`src/haptic_cal_params.svh`:
```
// Register offsets, field positions and reset values of the calibration register group
`ifndef HAPTIC_CAL_PARAMS_SVH
`define HAPTIC_CAL_PARAMS_SVH

`define ADDR_PEAK_CURRENT 8'h0E
`define ADDR_FACTOR_HIGH 8'h0F
`define ADDR_FACTOR_LOW 8'h10
`define ADDR_IMP_HIGH 8'h11
`define ADDR_IMP_LOW 8'h12
`define ADDR_TOP_CONFIG 8'h13
`define ADDR_FACTOR_CTRL 8'h40

`define RST_PEAK_CURRENT 5'h17
`define RST_FACTOR_HIGH 8'h01
`define RST_FACTOR_LOW 8'h0D
`define RST_IMP_HIGH 8'h00
`define RST_IMP_LOW 2'h0
`define RST_TOP_CONFIG 8'h1E
`define RST_FACTOR_CTRL 2'h2

`define CFG_AUTO_CLEAR 7
`define CFG_ACT_TYPE 5
`define CFG_LOOP_COMPUTE 4
`define CFG_FREQ_TRACK 3
`define CFG_ACCEL 2
`define CFG_RAPID_STOP 1
`define CFG_AMP_LOOP 0
`define CFG_WRITABLE_MASK 8'hBF

`define CTRL_FREEZE 0
`define CTRL_PLAY_FREEZE 1

`endif

```
`src/haptic_cal_pkg.sv`:
```
// Types shared by the calibration register group
package haptic_cal_pkg;
  typedef enum logic {
    ACT_LINEAR_RESONANT,
    ACT_ROTATING_MASS
  } actuator_type_t;

  typedef enum logic {
    FAULT_HOST_CLEAR,
    FAULT_AUTO_CLEAR
  } fault_policy_t;
endpackage : haptic_cal_pkg

```
`src/haptic_actuator_calibration_regs.sv`:
```
// Calibration and top configuration register group of the haptic driver
//
// Local design decision: the strobed register port.
`include "haptic_cal_params.svh"

// Function
// - Factor is high byte in bits 15..8 and low byte in 7..0.
// - Factor drives the voltage level; resets to high 0x01, low 0x0D.
// - Measured impedance is read-only, 8-bit high and 2-bit low, reset zero.
// - Policy bit 7 clear keeps faults for host; set clears them automatically.
// - Bit 5 selects actuator: 0 linear resonant, 1 rotating mass; reset 0.
// - Bit 4 enables internal loop computations, reset 1; 0 means custom waveform.
// - Bit 3 enables frequency tracking, reset 1; ignored for rotating mass.
// - Bit 2 enables active acceleration; reset 1.
// - Bit 1 enables rapid stop braking; reset 1.
// - Bit 0 enables amplitude loop; reset 0.
// - Peak current code is 5-bit read-write in bits 4..0, reset 0x17.
// - Acceleration selects absolute maximum as overdrive limit or full scale.
// - Automatic factor updates happen unless the freeze control or a host write to that byte in the same cycle blocks them.
module haptic_actuator_calibration_regs (
  input wire logic clk_i,
  input wire logic rst_i,
  input wire logic [7:0] addr_i,
  input wire logic [7:0] wdata_i,
  input wire logic wr_i,
  input wire logic rd_i,
  input wire logic playback_i,
  input wire logic factor_update_i,
  input wire logic [15:0] factor_update_value_i,
  input wire logic impedance_valid_i,
  input wire logic [9:0] impedance_i,
  input wire logic [7:0] abs_max_code_i,
  output logic [7:0] rdata_o,
  output logic [15:0] drive_translation_factor_o,
  output logic [4:0] peak_current_code_o,
  output haptic_cal_pkg::actuator_type_t actuator_type_o,
  output haptic_cal_pkg::fault_policy_t fault_policy_o,
  output logic loop_compute_en_o,
  output logic freq_track_en_o,
  output logic accel_en_o,
  output logic rapid_stop_en_o,
  output logic amplitude_loop_en_o,
  output logic [7:0] overdrive_limit_o,
  output logic [7:0] waveform_full_scale_o,
  output logic factor_updates_frozen_o
);
  import haptic_cal_pkg::*;

  logic [4:0] peak_current_code;
  logic [7:0] drive_factor_msb;
  logic [7:0] drive_factor_lsb;
  logic [7:0] top_feature_config;
  logic [1:0] factor_ctrl;
  logic [7:0] imp_high;
  logic [1:0] imp_low;
  logic [7:0] next_rdata;
  logic freeze_active;
  logic auto_update_ok;
  logic [15:0] drive_translation_factor;

  logic we_peak;
  logic we_high;
  logic we_low;
  logic we_cfg;
  logic we_ctrl;

  // One-hot write decode
  always_comb begin
    we_peak = 1'b0;
    we_high = 1'b0;
    we_low = 1'b0;
    we_cfg = 1'b0;
    we_ctrl = 1'b0;
    if (wr_i) begin
      case (addr_i)
        `ADDR_PEAK_CURRENT: we_peak = 1'b1;
        `ADDR_FACTOR_HIGH: we_high = 1'b1;
        `ADDR_FACTOR_LOW: we_low = 1'b1;
        `ADDR_TOP_CONFIG: we_cfg = 1'b1;
        `ADDR_FACTOR_CTRL: we_ctrl = 1'b1;
        default: begin
          // Read-only impedance and unmapped offsets take no write
        end
      endcase
    end
  end

  // Freeze blocks every automatic factor update; the playback freeze only while playing
  assign freeze_active = factor_ctrl[`CTRL_FREEZE] ||
    (factor_ctrl[`CTRL_PLAY_FREEZE] && playback_i);
  assign auto_update_ok = factor_update_i && !freeze_active;

  cal_byte_reg #(
    .WIDTH(5),
    .RESET_VALUE(`RST_PEAK_CURRENT)
  ) u_peak (
    .clk_i(clk_i),
    .rst_i(rst_i),
    .sw_we_i(we_peak),
    .sw_data_i(wdata_i[4:0]),
    .hw_we_i(1'b0),
    .hw_data_i(5'h00),
    .value_o(peak_current_code)
  );

  cal_byte_reg #(
    .WIDTH(8),
    .RESET_VALUE(`RST_FACTOR_HIGH)
  ) u_factor_high (
    .clk_i(clk_i),
    .rst_i(rst_i),
    .sw_we_i(we_high),
    .sw_data_i(wdata_i),
    .hw_we_i(auto_update_ok),
    .hw_data_i(factor_update_value_i[15:8]),
    .value_o(drive_factor_msb)
  );

  cal_byte_reg #(
    .WIDTH(8),
    .RESET_VALUE(`RST_FACTOR_LOW)
  ) u_factor_low (
    .clk_i(clk_i),
    .rst_i(rst_i),
    .sw_we_i(we_low),
    .sw_data_i(wdata_i),
    .hw_we_i(auto_update_ok),
    .hw_data_i(factor_update_value_i[7:0]),
    .value_o(drive_factor_lsb)
  );

  // Unassigned bit 6 is masked off so it always stores zero
  cal_byte_reg #(
    .WIDTH(8),
    .RESET_VALUE(`RST_TOP_CONFIG)
  ) u_top_config (
    .clk_i(clk_i),
    .rst_i(rst_i),
    .sw_we_i(we_cfg),
    .sw_data_i(wdata_i & `CFG_WRITABLE_MASK),
    .hw_we_i(1'b0),
    .hw_data_i(8'h00),
    .value_o(top_feature_config)
  );

  cal_byte_reg #(
    .WIDTH(2),
    .RESET_VALUE(`RST_FACTOR_CTRL)
  ) u_factor_ctrl (
    .clk_i(clk_i),
    .rst_i(rst_i),
    .sw_we_i(we_ctrl),
    .sw_data_i(wdata_i[1:0]),
    .hw_we_i(1'b0),
    .hw_data_i(2'h0),
    .value_o(factor_ctrl)
  );

  assign drive_translation_factor = {drive_factor_msb, drive_factor_lsb};

  // Measurement result loads from the engine only; host writes never reach it
  cal_byte_reg #(
    .WIDTH(8),
    .RESET_VALUE(`RST_IMP_HIGH)
  ) u_imp_high (
    .clk_i(clk_i),
    .rst_i(rst_i),
    .sw_we_i(1'b0),
    .sw_data_i(8'h00),
    .hw_we_i(impedance_valid_i),
    .hw_data_i(impedance_i[9:2]),
    .value_o(imp_high)
  );

  cal_byte_reg #(
    .WIDTH(2),
    .RESET_VALUE(`RST_IMP_LOW)
  ) u_imp_low (
    .clk_i(clk_i),
    .rst_i(rst_i),
    .sw_we_i(1'b0),
    .sw_data_i(2'h0),
    .hw_we_i(impedance_valid_i),
    .hw_data_i(impedance_i[1:0]),
    .value_o(imp_low)
  );

  always_comb begin
    next_rdata = 8'h00;
    if (rd_i) begin
      case (addr_i)
        `ADDR_PEAK_CURRENT: next_rdata = {3'h0, peak_current_code};
        `ADDR_FACTOR_HIGH: next_rdata = drive_factor_msb;
        `ADDR_FACTOR_LOW: next_rdata = drive_factor_lsb;
        `ADDR_IMP_HIGH: next_rdata = imp_high;
        `ADDR_IMP_LOW: next_rdata = {6'h00, imp_low};
        `ADDR_TOP_CONFIG: next_rdata = top_feature_config;
        `ADDR_FACTOR_CTRL: next_rdata = {6'h00, factor_ctrl};
        default: next_rdata = 8'h00;
      endcase
    end
  end

  always_ff @(posedge clk_i or posedge rst_i) begin
    if (rst_i) begin
      rdata_o <= 8'h00;
    end else begin
      rdata_o <= next_rdata;
    end
  end

  // Copies of the stored values; outputs trail the registers by one cycle
  logic [15:0] next_factor_o;
  logic [4:0] next_peak_code;

  always_comb begin
    next_factor_o = drive_translation_factor;
    next_peak_code = peak_current_code;
  end

  always_ff @(posedge clk_i or posedge rst_i) begin
    if (rst_i) begin
      drive_translation_factor_o <= {`RST_FACTOR_HIGH, `RST_FACTOR_LOW};
      peak_current_code_o <= `RST_PEAK_CURRENT;
    end else begin
      drive_translation_factor_o <= next_factor_o;
      peak_current_code_o <= next_peak_code;
    end
  end

  // Feature selects decoded from the top configuration byte
  fault_policy_t next_fault_policy;
  actuator_type_t next_actuator_type;
  logic next_loop_compute;
  logic next_freq_track;
  logic next_accel;
  logic next_rapid_stop;
  logic next_amp_loop;

  always_comb begin
    next_fault_policy = fault_policy_t'(top_feature_config[`CFG_AUTO_CLEAR]);
    next_actuator_type = actuator_type_t'(top_feature_config[`CFG_ACT_TYPE]);
    next_loop_compute = top_feature_config[`CFG_LOOP_COMPUTE];
    // Tracking has no meaning on a rotating mass motor
    next_freq_track = top_feature_config[`CFG_FREQ_TRACK] &&
      !top_feature_config[`CFG_ACT_TYPE];
    next_accel = top_feature_config[`CFG_ACCEL];
    next_rapid_stop = top_feature_config[`CFG_RAPID_STOP];
    next_amp_loop = top_feature_config[`CFG_AMP_LOOP];
  end

  always_ff @(posedge clk_i or posedge rst_i) begin
    if (rst_i) begin
      fault_policy_o <= FAULT_HOST_CLEAR;
      actuator_type_o <= ACT_LINEAR_RESONANT;
      loop_compute_en_o <= 1'b1;
      freq_track_en_o <= 1'b1;
      accel_en_o <= 1'b1;
      rapid_stop_en_o <= 1'b1;
      amplitude_loop_en_o <= 1'b0;
    end else begin
      fault_policy_o <= next_fault_policy;
      actuator_type_o <= next_actuator_type;
      loop_compute_en_o <= next_loop_compute;
      freq_track_en_o <= next_freq_track;
      accel_en_o <= next_accel;
      rapid_stop_en_o <= next_rapid_stop;
      amplitude_loop_en_o <= next_amp_loop;
    end
  end

  // Absolute maximum code takes one role at a time; the idle role shows zero
  logic [7:0] next_overdrive;
  logic [7:0] next_full_scale;

  always_comb begin
    if (top_feature_config[`CFG_ACCEL]) begin
      next_overdrive = abs_max_code_i;
      next_full_scale = 8'h00;
    end else begin
      next_overdrive = 8'h00;
      next_full_scale = abs_max_code_i;
    end
  end

  always_ff @(posedge clk_i or posedge rst_i) begin
    if (rst_i) begin
      overdrive_limit_o <= 8'h00;
      waveform_full_scale_o <= 8'h00;
    end else begin
      overdrive_limit_o <= next_overdrive;
      waveform_full_scale_o <= next_full_scale;
    end
  end

  logic next_frozen;

  always_comb begin
    next_frozen = freeze_active;
  end

  always_ff @(posedge clk_i or posedge rst_i) begin
    if (rst_i) begin
      factor_updates_frozen_o <= 1'b0;
    end else begin
      factor_updates_frozen_o <= next_frozen;
    end
  end
endmodule : haptic_actuator_calibration_regs

```
`src/cal_byte_reg.sv`:
```
// One register of WIDTH bits with host write port, hardware load port and reset value
module cal_byte_reg #(
  parameter int WIDTH = 8,
  parameter logic [WIDTH-1:0] RESET_VALUE = '0
) (
  input wire logic clk_i,
  input wire logic rst_i,
  input wire logic sw_we_i,
  input wire logic [WIDTH-1:0] sw_data_i,
  input wire logic hw_we_i,
  input wire logic [WIDTH-1:0] hw_data_i,
  output logic [WIDTH-1:0] value_o
);
  logic [WIDTH-1:0] next_value;

  // Host write takes precedence over an automatic update in the same cycle
  always_comb begin
    next_value = value_o;
    if (sw_we_i) begin
      next_value = sw_data_i;
    end else if (hw_we_i) begin
      next_value = hw_data_i;
    end
  end

  always_ff @(posedge clk_i or posedge rst_i) begin
    if (rst_i) begin
      value_o <= RESET_VALUE;
    end else begin
      value_o <= next_value;
    end
  end
endmodule : cal_byte_reg

```
`config.mk`:
```
export PLATFORM = sky130hd
export DESIGN_NAME = haptic_actuator_calibration_regs
export DESIGN_NICKNAME = d
export VERILOG_FILES = /design/src/haptic_cal_pkg.sv /design/src/haptic_actuator_calibration_regs.sv /design/src/cal_byte_reg.sv
export VERILOG_INCLUDE_DIRS = /design/src
export SDC_FILE = /design/constraint.sdc
export NUM_CORES = 1
export LEC_CHECK = 0
export BUFFER_PORTS_ARGS = -buffer_cell sky130_fd_sc_hd__buf_4
export CAP_MARGIN = 15
export CORE_UTILIZATION = 46
export DETAILED_ROUTE_END_ITERATION = 10
export PLACE_DENSITY = 0.75
export SLEW_MARGIN = 0
export SYNTH_ARGS = -nofsm -noshare
export SYNTH_HDL_FRONTEND = slang
export SYNTH_SLANG_ARGS = --single-unit
```
`constraint.sdc`:
```
create_clock -name clk_i -period 3.36 [get_ports clk_i]
set_input_delay 1.008 -clock clk_i [delete_from_list [all_inputs] [get_ports clk_i]]
set_output_delay 1.008 -clock clk_i [all_outputs]
set_load 0.005 [all_outputs]
```
Word-level counts from Yosys, hierarchy flattened. Index checks and enable logic that the tools add are counted.

Eq/ne operators: 7. Muxes and demuxes: 18. Reductions and logical operators: 8.

Operators by type and width (number): $mux 8 (7); $pmux 8 s7 (1); $eq 8x5->1 const B (4); $eq 8x4->1 const B (2); $mux 1 (10); $eq 8x7->1 const B (1); $reduce_bool 2->1 (2); $logic_and 1x1->1 (3); $logic_not 1->1 (2); $logic_or 1x1->1 (1).

Register bits: 93. Input bits: 57. Output and inout port bits: 53. Logic and storage cells: 53.

Longest topological paths before layout. Gate-level depths: netlist (run 1).

Depth after elaboration: 6. Depth in mapped cells: 6. Gate-level depth less buffers: 4.

Modules after synthesis. From an unflattened synthesis (run 1), not the netlist that was laid out.

Cells, all modules: 341. Area total of the unflattened synthesis: 4058.9 µm².

By module, submodules not included: haptic_actuator_calibration_regs (instances 1, cells each 160, area an instance 2114.5 µm², sequential area each 1341.3 µm²); cal_byte_reg (u_top_config) (instances 1, cells each 35, area an instance 381.6 µm², sequential area each 205.2 µm²); cal_byte_reg (u_factor_low) (instances 1, cells each 35, area an instance 380.4 µm², sequential area each 203.9 µm²); cal_byte_reg (u_factor_high) (instances 1, cells each 35, area an instance 377.9 µm², sequential area each 201.4 µm²); cal_byte_reg (u_imp_high) (instances 1, cells each 35, area an instance 376.6 µm², sequential area each 200.2 µm²); cal_byte_reg (u_peak) (instances 1, cells each 23, area an instance 244.0 µm², sequential area each 130.1 µm²); cal_byte_reg (u_factor_ctrl) (instances 1, cells each 9, area an instance 92.6 µm², sequential area each 51.3 µm²); cal_byte_reg (u_imp_low) (instances 1, cells each 9, area an instance 91.3 µm², sequential area each 50.0 µm²).

Least setup slack after synthesis (run 1). OpenSTA, ideal clock, no wires.

Path type: input to register. Start: input addr_i[0]. End: register u_factor_low.value_o[7]. Library setup time: 123 ps. Data arrival time: 2213 ps. Required time: 3237 ps. Slack: 1025 ps. Stages: 6. Buffers on the path: 2. Cells stage by stage: buf_2 nor4_1 nand3_2 buf_4 nor2_1 a21oi_1.

Longest elaborated chain between the ends: 4. Elaborated cells between the ends (all ways): 5.

Ends and longest elaborated chain: start: declaration (line haptic_actuator_calibration_regs.sv:23) `input wire logic [7:0] addr_i,`; $eq 8x5->1 (*) (line haptic_actuator_calibration_regs.sv:75) `case (addr_i)`; $mux 1 (*) (line haptic_actuator_calibration_regs.sv:75); $mux 1 (*) (line haptic_actuator_calibration_regs.sv:74) `if (wr_i) begin`; $mux 8 / $reduce_bool 2->1 (equally long branches); end signal: assignment (line cal_byte_reg.sv:30) `value_o <= next_value;`; end: declaration (line cal_byte_reg.sv:12) `output logic [WIDTH-1:0] value_o`.

Mark *: on every way between the ends. The rest lies on a longest branch, timed or not. A chain may end at the register's enable or synchronous reset.

Worst setup path after layout (run 1). Ends and elaborated chain as after synthesis.

==> results by group, run 1 <==
Clock tree
  • H-tree Lvls: 3
  • Clk_lat worst skew: between 0.3 and 0.4 ns
  • Total CTS buffers: 9
  • Post-CTS Repair Setup Buffers: 0
  • Clock transition at path regs: roughly 0.09 ns
  • Clk buf depth: 2
  • Clock Sinks: 93
  • CTS resizes: 0
  • Clock root buffer: clkbuf_8
  • CTS Hold Buffers Added: 0
  • CTS tree: built

Synthesis
  • YS warnings: 0
  • Distinct cells, synth: 37
  • #FFs+latches synth: 93
  • Share of the yosys chip area belonging to registers: 64.9%
  • Post-synth EDFFs: 0
  • Net Count, Synth: 330
  • Area of the mapped netlist: between 3000 and 4000 µm²
  • Synth Flop Type: dfrtp_1
  • Avg Cell Area, Syn: approximately 13 µm²
  • Syn Inst Count: 273
  • Async S/R FF share, synth: 100%

Timing
  • Highest clock rate: approximately 420 MHz
  • Setup violations, final: 0
  • Final Hold Viols: 0
  • Tmin final: about 2.4 ns
  • RSZ-0062 raised after global routing: no
  • Fin crit share: 71.4%
  • Slew Viols, Final: 0
  • Clock Skews: 0.00993 ns
  • Hold slack final: 0.384 ns
  • Worst slew pin tran: 0.784 ns
  • TNS Setup: 0 ns
  • Relative slew slack: a little under half

Global routing
  • Number of global-route vias before repair: 2528
  • GRT Overall Usage: between 20% and 30%
  • First-pass GRT wire length: 12.8 mm
  • Initial antenna violation count: 0
  • Global route overflow: 0
  • Pin count of the biggest net entering global routing: 59

Finish
  • Area taken by multi-input logic gates: between 1000 and 1500 µm²
  • Register Area: ~2400 µm²
  • Final std cells w/o fill: 494
  • Most common cell after layout, fill and taps aside: buf_4
  • Diode count: 0
  • Final nets: 444
  • Final core occ: 62.8%
  • Share of cells above drive strength 1: 47.4%
  • Filler cells: 625
  • Most frequent cells in the layout: 113 x buf_4, 68 x dfrtp_1, 25 x dfstp_2
  • Synth-to-layout area growth: 32.9%

Pwr
  • Max IR drop VDD: 252 µV
  • Power Density: 497 nW/µm²
  • Static Leak: 2.25 nW
  • Design Power: 2.40 mW

Flow run
  • Max cap viols: 0

Routing
  • Final WL: 8.21 mm
  • DRC: 0
  • Vias: 2554
  • Routed vias/inst: 5.17
  • Violation count after the first detailed-route iteration: 78
  • WL/cell: approximately 17 µm
  • Final ANT Viol Nets: 0
  • First-pass detailed-route iteration total: 6

Worst setup path
  • WP data required: 3.60 ns
  • CP Capture Type: flop
  • Kind of critical path: primary input to flop
  • Critical path arrival: 2.64 ns
  • CP startpoint kind: primary input
  • Maximum fanout along the worst path: 17

Floorplan
  • Die Y: between 90 and 100 µm
  • Total Die Area: 8260 µm²
  • Row Count: 32
  • Initial core utilization: 47.3%
  • Core footprint: between 7000 and 8000 µm²
  • I/O pin total: between 100 and 150
  • Die width: roughly 91 µm

Min path
  • Hold crit path type: flop to flop

Outcome
  • Status: completed

Placement
  • Cell count after placement: 478
  • Dpl hpwl: 6.05 mm
  • IO Port Bufs: between 100 and 150
  • GPL Wtd Cong: 0.905
-- cell type report --
type,count,share of cell area (%)
sequential,93,48.9
multi-input combinational,167,25.2
timing repair buffer,114,18.0
tap,102,2.64
clock buffer,9,2.57
clock inverter,7,2.49
inverter,2,0.233
-- cell usage after synthesis (2+ instances only) --
| cell type | count | share of area [%] |
|---|---|---|
| a21oi_1 | 15 | 2.1 |
| a22oi_1 | 2 | 0.41 |
| a31oi_1 | 2 | 0.34 |
| a32o_1 | 3 | 0.83 |
| and2_1 | 9 | 1.5 |
| buf_1 | 2 | 0.21 |
| buf_2 | 4 | 0.55 |
| clkbuf_1 | 4 | 0.41 |
| dfrtp_1 | 68 | 47 |
| dfstp_2 | 25 | 18 |
| inv_1 | 2 | 0.21 |
| mux2_2 | 24 | 7.4 |
| mux2i_1 | 23 | 6.3 |
| nand2_1 | 16 | 1.7 |
| nand3_1 | 14 | 1.9 |
| nor2_1 | 9 | 0.93 |
| nor2b_1 | 11 | 1.9 |
| nor3_1 | 5 | 0.69 |
| nor4b_1 | 2 | 0.48 |
| o21a_1 | 6 | 1.2 |
| o21ai_0 | 9 | 1.2 |
| o2bb2ai_1 | 3 | 0.72 |
-- worst max-delay path, cell delays in order --
cell and delay (ns):
buf_4 0.19, nor4_1 0.68, nand3_2 0.46, nor2_1 0.23, a21oi_1 0.06
-- final timing paths --
check,from,to,slack [ns],cells past startpoint
setup / recovery,addr_i[0],u_factor_low.value_o[7],0.96,5
hold / removal,u_peak.value_o[2],peak_current_code_o[2],0.38,0
setup reg to reg,u_factor_ctrl.value_o[1],u_factor_low.value_o[6],1.87,5
hold reg to reg,u_peak.value_o[2],peak_current_code_o[2],0.38,0
max in group asynchronous,rst_i,u_factor_ctrl.value_o[1],1.81,3
min in group asynchronous,rst_i,u_factor_low.value_o[4],0.78,2
-- flip-flops by register name, indices dropped and copies added, names as in the netlist, 5 cells and up --
name / flops
peak_current_code_o: 5
u_factor_low.value_o: 8
u_top_config.value_o: 7
rdata_o: 8
u_factor_high.value_o: 8
waveform_full_scale_o: 8
overdrive_limit_o: 8
u_peak.value_o: 5
drive_translation_factor_o: 16
u_imp_high.value_o: 8
-- report_power, final --
part	internal (mW)	switching (mW)
combinational	0.140	0.109
clock	0.498	0.395
sequential	1.21	0.0468
total	1.85	0.551
-- metrics by stage --
| step | worst slack (ns) | area, µm² |
|---|---|---|
| 3_3_place_gp | 0.769 | 4580 |
| 3_5_place_dp | 0.665 | 4580 |
| 5_1_grt | 0.923 | 4830 |
| 2_1_floorplan | 1.02 | 3640 |
| 6_report | 0.961 | 4830 |
| 4_1_cts | 1.03 | 4830 |
-- metal layers --
layer,part of all wire (%),vias to the layer above,GRT usage [%],wire length (µm)
met5,0,-,0,0
met4,2.8,0,8.99,227
met3,6.0,19,5.22,492
met2,47,111,32.4,3890
met1,44,1237,27.8,3600
li1,-,1187,-,-
-- cells by family after synthesis --
kind of cell / share of synthesized area, %
buffers and inverters: 1.58
flip-flops: 64.9
AO/OA/AOI/OAI: 7.64
multiplexers: 13.8
AND/OR/NAND/NOR: 12.1
Note: power is estimated with default switching activity, not from simulation.
==> run 2, diff against run 1 <==
- CORE_UTILIZATION: 46 -> 51
- PLACE_DENSITY: 0.75 -> 0.79
- clock period: 3.36 -> 2.25 ns (I/O delays scaled with it)
==> results by group, run 2 (synthesis gave the netlist of run 1 again) <==
Outcome
  • Status: completed

Global routing
  • First-pass GRT wire length: approximately 13 mm
  • Initial antenna violation count: 0
  • Number of global-route vias before repair: 2616
  • Grt peak-use layer: met2
  • Met3 global-route usage: 4.29%
  • Pin count of the biggest net entering global routing: 94
  • Met1 Use GR: 33.0%
  • GRT Overall Usage: about a quarter
  • Global route overflow: 0
  • Met2 Use GR: 39.1%

Finish
  • Synth-to-layout area growth: 32.3%
  • Most frequent cells in the layout: 117 x buf_4, 68 x dfrtp_1, 25 x dfstp_2
  • Max FFs per register: 16
  • Filler cells: 523
  • Diode count: 0
  • Final std cells w/o fill: roughly 500
  • Share of cells above drive strength 1: a little under half
  • Biggest register: drive_translation_factor_o
  • Final nets: 448
  • Most common cell after layout, fill and taps aside: buf_4

Worst setup path
  • Critical path arrival: 1.94 ns
  • WP data required: 2.47 ns
  • Slowest CP cell: nor4_1
  • CP most frequent cell: buf_4
  • Crit path cell chain: buf_4 > nor4_1 > buf_4 > nand3_2 > nor2_1 > a21oi_1
  • CP startpoint kind: primary input
  • Max incr delay on CP: 0.31 ns
  • CP top delay family: simple AND/OR/NAND/NOR gates
  • Kind of critical path: primary input to flop
  • Maximum fanout along the worst path: 17
  • CP Capture Type: flop
  • Crit path buffers/inverters: 2

Pwr
  • Static Leak: 2.26 nW
  • Max IR drop VDD: 447 µV
  • Switching pwr: about 0.77 mW
  • Power share of the combinational group: 11.2%
  • Int Power: 2.60 mW
  • Seq pwr share: 55.7%
  • Clock Power Share: 33.2%
  • Sw Ratio: 22.9%
  • Power Density: 700 nW/µm²

Timing
  • Worst slew pin tran: between 0.4 and 0.5 ns
  • Setup violations, final: 0
  • Relative slew slack: 67.8%
  • Slew Viols, Final: 0
  • Highest clock rate: 580 MHz
  • TNS Setup: 0 ns
  • Clock Skews: around 0.0064 ns
  • Final Hold Viols: 0
  • Fin crit share: 76.6%
  • Tmin final: 1.72 ns
  • RSZ-0062 raised after global routing: no

Clock tree
  • Clock transition at path regs: 0.08 ns
  • Clock root buffer: clkbuf_8
  • CTS tree: built
  • Clock Sinks: 93
  • CTS Hold Buffers Added: 0
  • Clk_lat worst skew: 0.35 ns
  • Clk buf depth: 2
  • Post-CTS Repair Setup Buffers: 0
  • H-tree Lvls: 3
  • CTS resizes: 0
  • Total CTS buffers: 9

Routing
  • WL/cell: 16.6 µm
  • Vias: about 2600
  • Routed vias/inst: 5.22
  • Final ANT Viol Nets: 0
  • Violation count after the first detailed-route iteration: 218
  • Final WL: 8.16 mm
  • First-pass detailed-route iteration total: 4
  • DRC: 0

Placement
  • Cell count after placement: ~480
  • IO Port Bufs: 109
  • Dpl hpwl: 5.78 mm
  • GPL Wtd Cong: 0.853

Flow run
  • Max cap viols: 0

Floorplan
  • Row Count: 30
  • Core footprint: approximately 6800 µm²
  • Total Die Area: roughly 7500 µm²
  • Die width: between 80 and 90 µm
  • Initial core utilization: about 53%
  • Die Y: 86.4 µm
  • I/O pin total: 110

Min path
  • Hold crit path type: flop to flop
## run 2: changes by cell type in the layout (fill, tap and decap cells not counted)
cell	before	now
buf_4	113	117
bufinv_16	3	1
clkbuf_1	0	2
clkbuf_8	9	11
clkinv_4	0	1
clkinvlp_4	2	1
inv_6	2	0
## run 2: power by group through the flow
stage	logic (mW)	registers, mW	clock network [mW]
after detailed placement	0.380	1.90	0
after CTS	0.382	1.87	1.14
final	0.377	1.87	1.12
after global placement	0.371	1.90	0
after global routing	0.415	1.89	1.20
after floorplan	0.158	1.89	0
## run 2: area by class of cell
cell class / count / area, µm² / share of cell area, %
flip-flops and latches: 93 / 2360 / 49.1
multi-input cells: 167 / 1220 / 25.3
repair buffers: 118 / 898 / 18.7
clock buffers: 13 / 159 / 3.30
well taps: 96 / 120 / 2.50
clock inverters: 3 / 43.8 / 0.911
inverters: 2 / 11.3 / 0.234
## run 2: worst reg2reg max path: stages, from the launching register on
cell and delay (ns):
dfstp_2 0.55, a21oi_1 0.09, nand2_1 0.08, buf_4 0.31
mux2i_1 0.25, a21oi_1 0.08
## run 2: per-stage QoR
step	worst slack (ns)	area, µm²	power (mW)	hold WS [ns]	utilization (%)
floorplan	0.248	3640	2.05	0.359	-
global placement	0.204	4610	2.27	0.362	67.4
detailed placement	0.204	4610	2.28	0.365	67.4
CTS	0.565	4810	3.39	0.372	70.4
global route	0.365	4810	3.51	0.382	70.4
finish	0.526	4810	3.36	0.376	70.4
## run 2: path summary, 6_finish.rpt
check	from	to	slack, ns	depth (start not counted)
max in group asynchronous	rst_i	u_top_config.value_o[3]	1.41	3
worst max register to register	u_factor_ctrl.value_o[1]	u_factor_low.value_o[5]	0.77	5
worst min register to register	u_top_config.value_o[1]	rapid_stop_en_o	0.38	0
worst max-delay path	addr_i[0]	u_factor_low.value_o[5]	0.53	6
worst min-delay path	u_top_config.value_o[1]	rapid_stop_en_o	0.38	0
min in group asynchronous	rst_i	actuator_type_o	0.43	3
## run 2: layer usage
| metal | up-vias | part of all wire [%] |
|---|---|---|
| li1 | 1200 | - |
| met3 | 9 | 4.3 |
| met5 | - | 0 |
| met1 | 1288 | 44 |
| met2 | 71 | 50 |
| met4 | 0 | 1.5 |
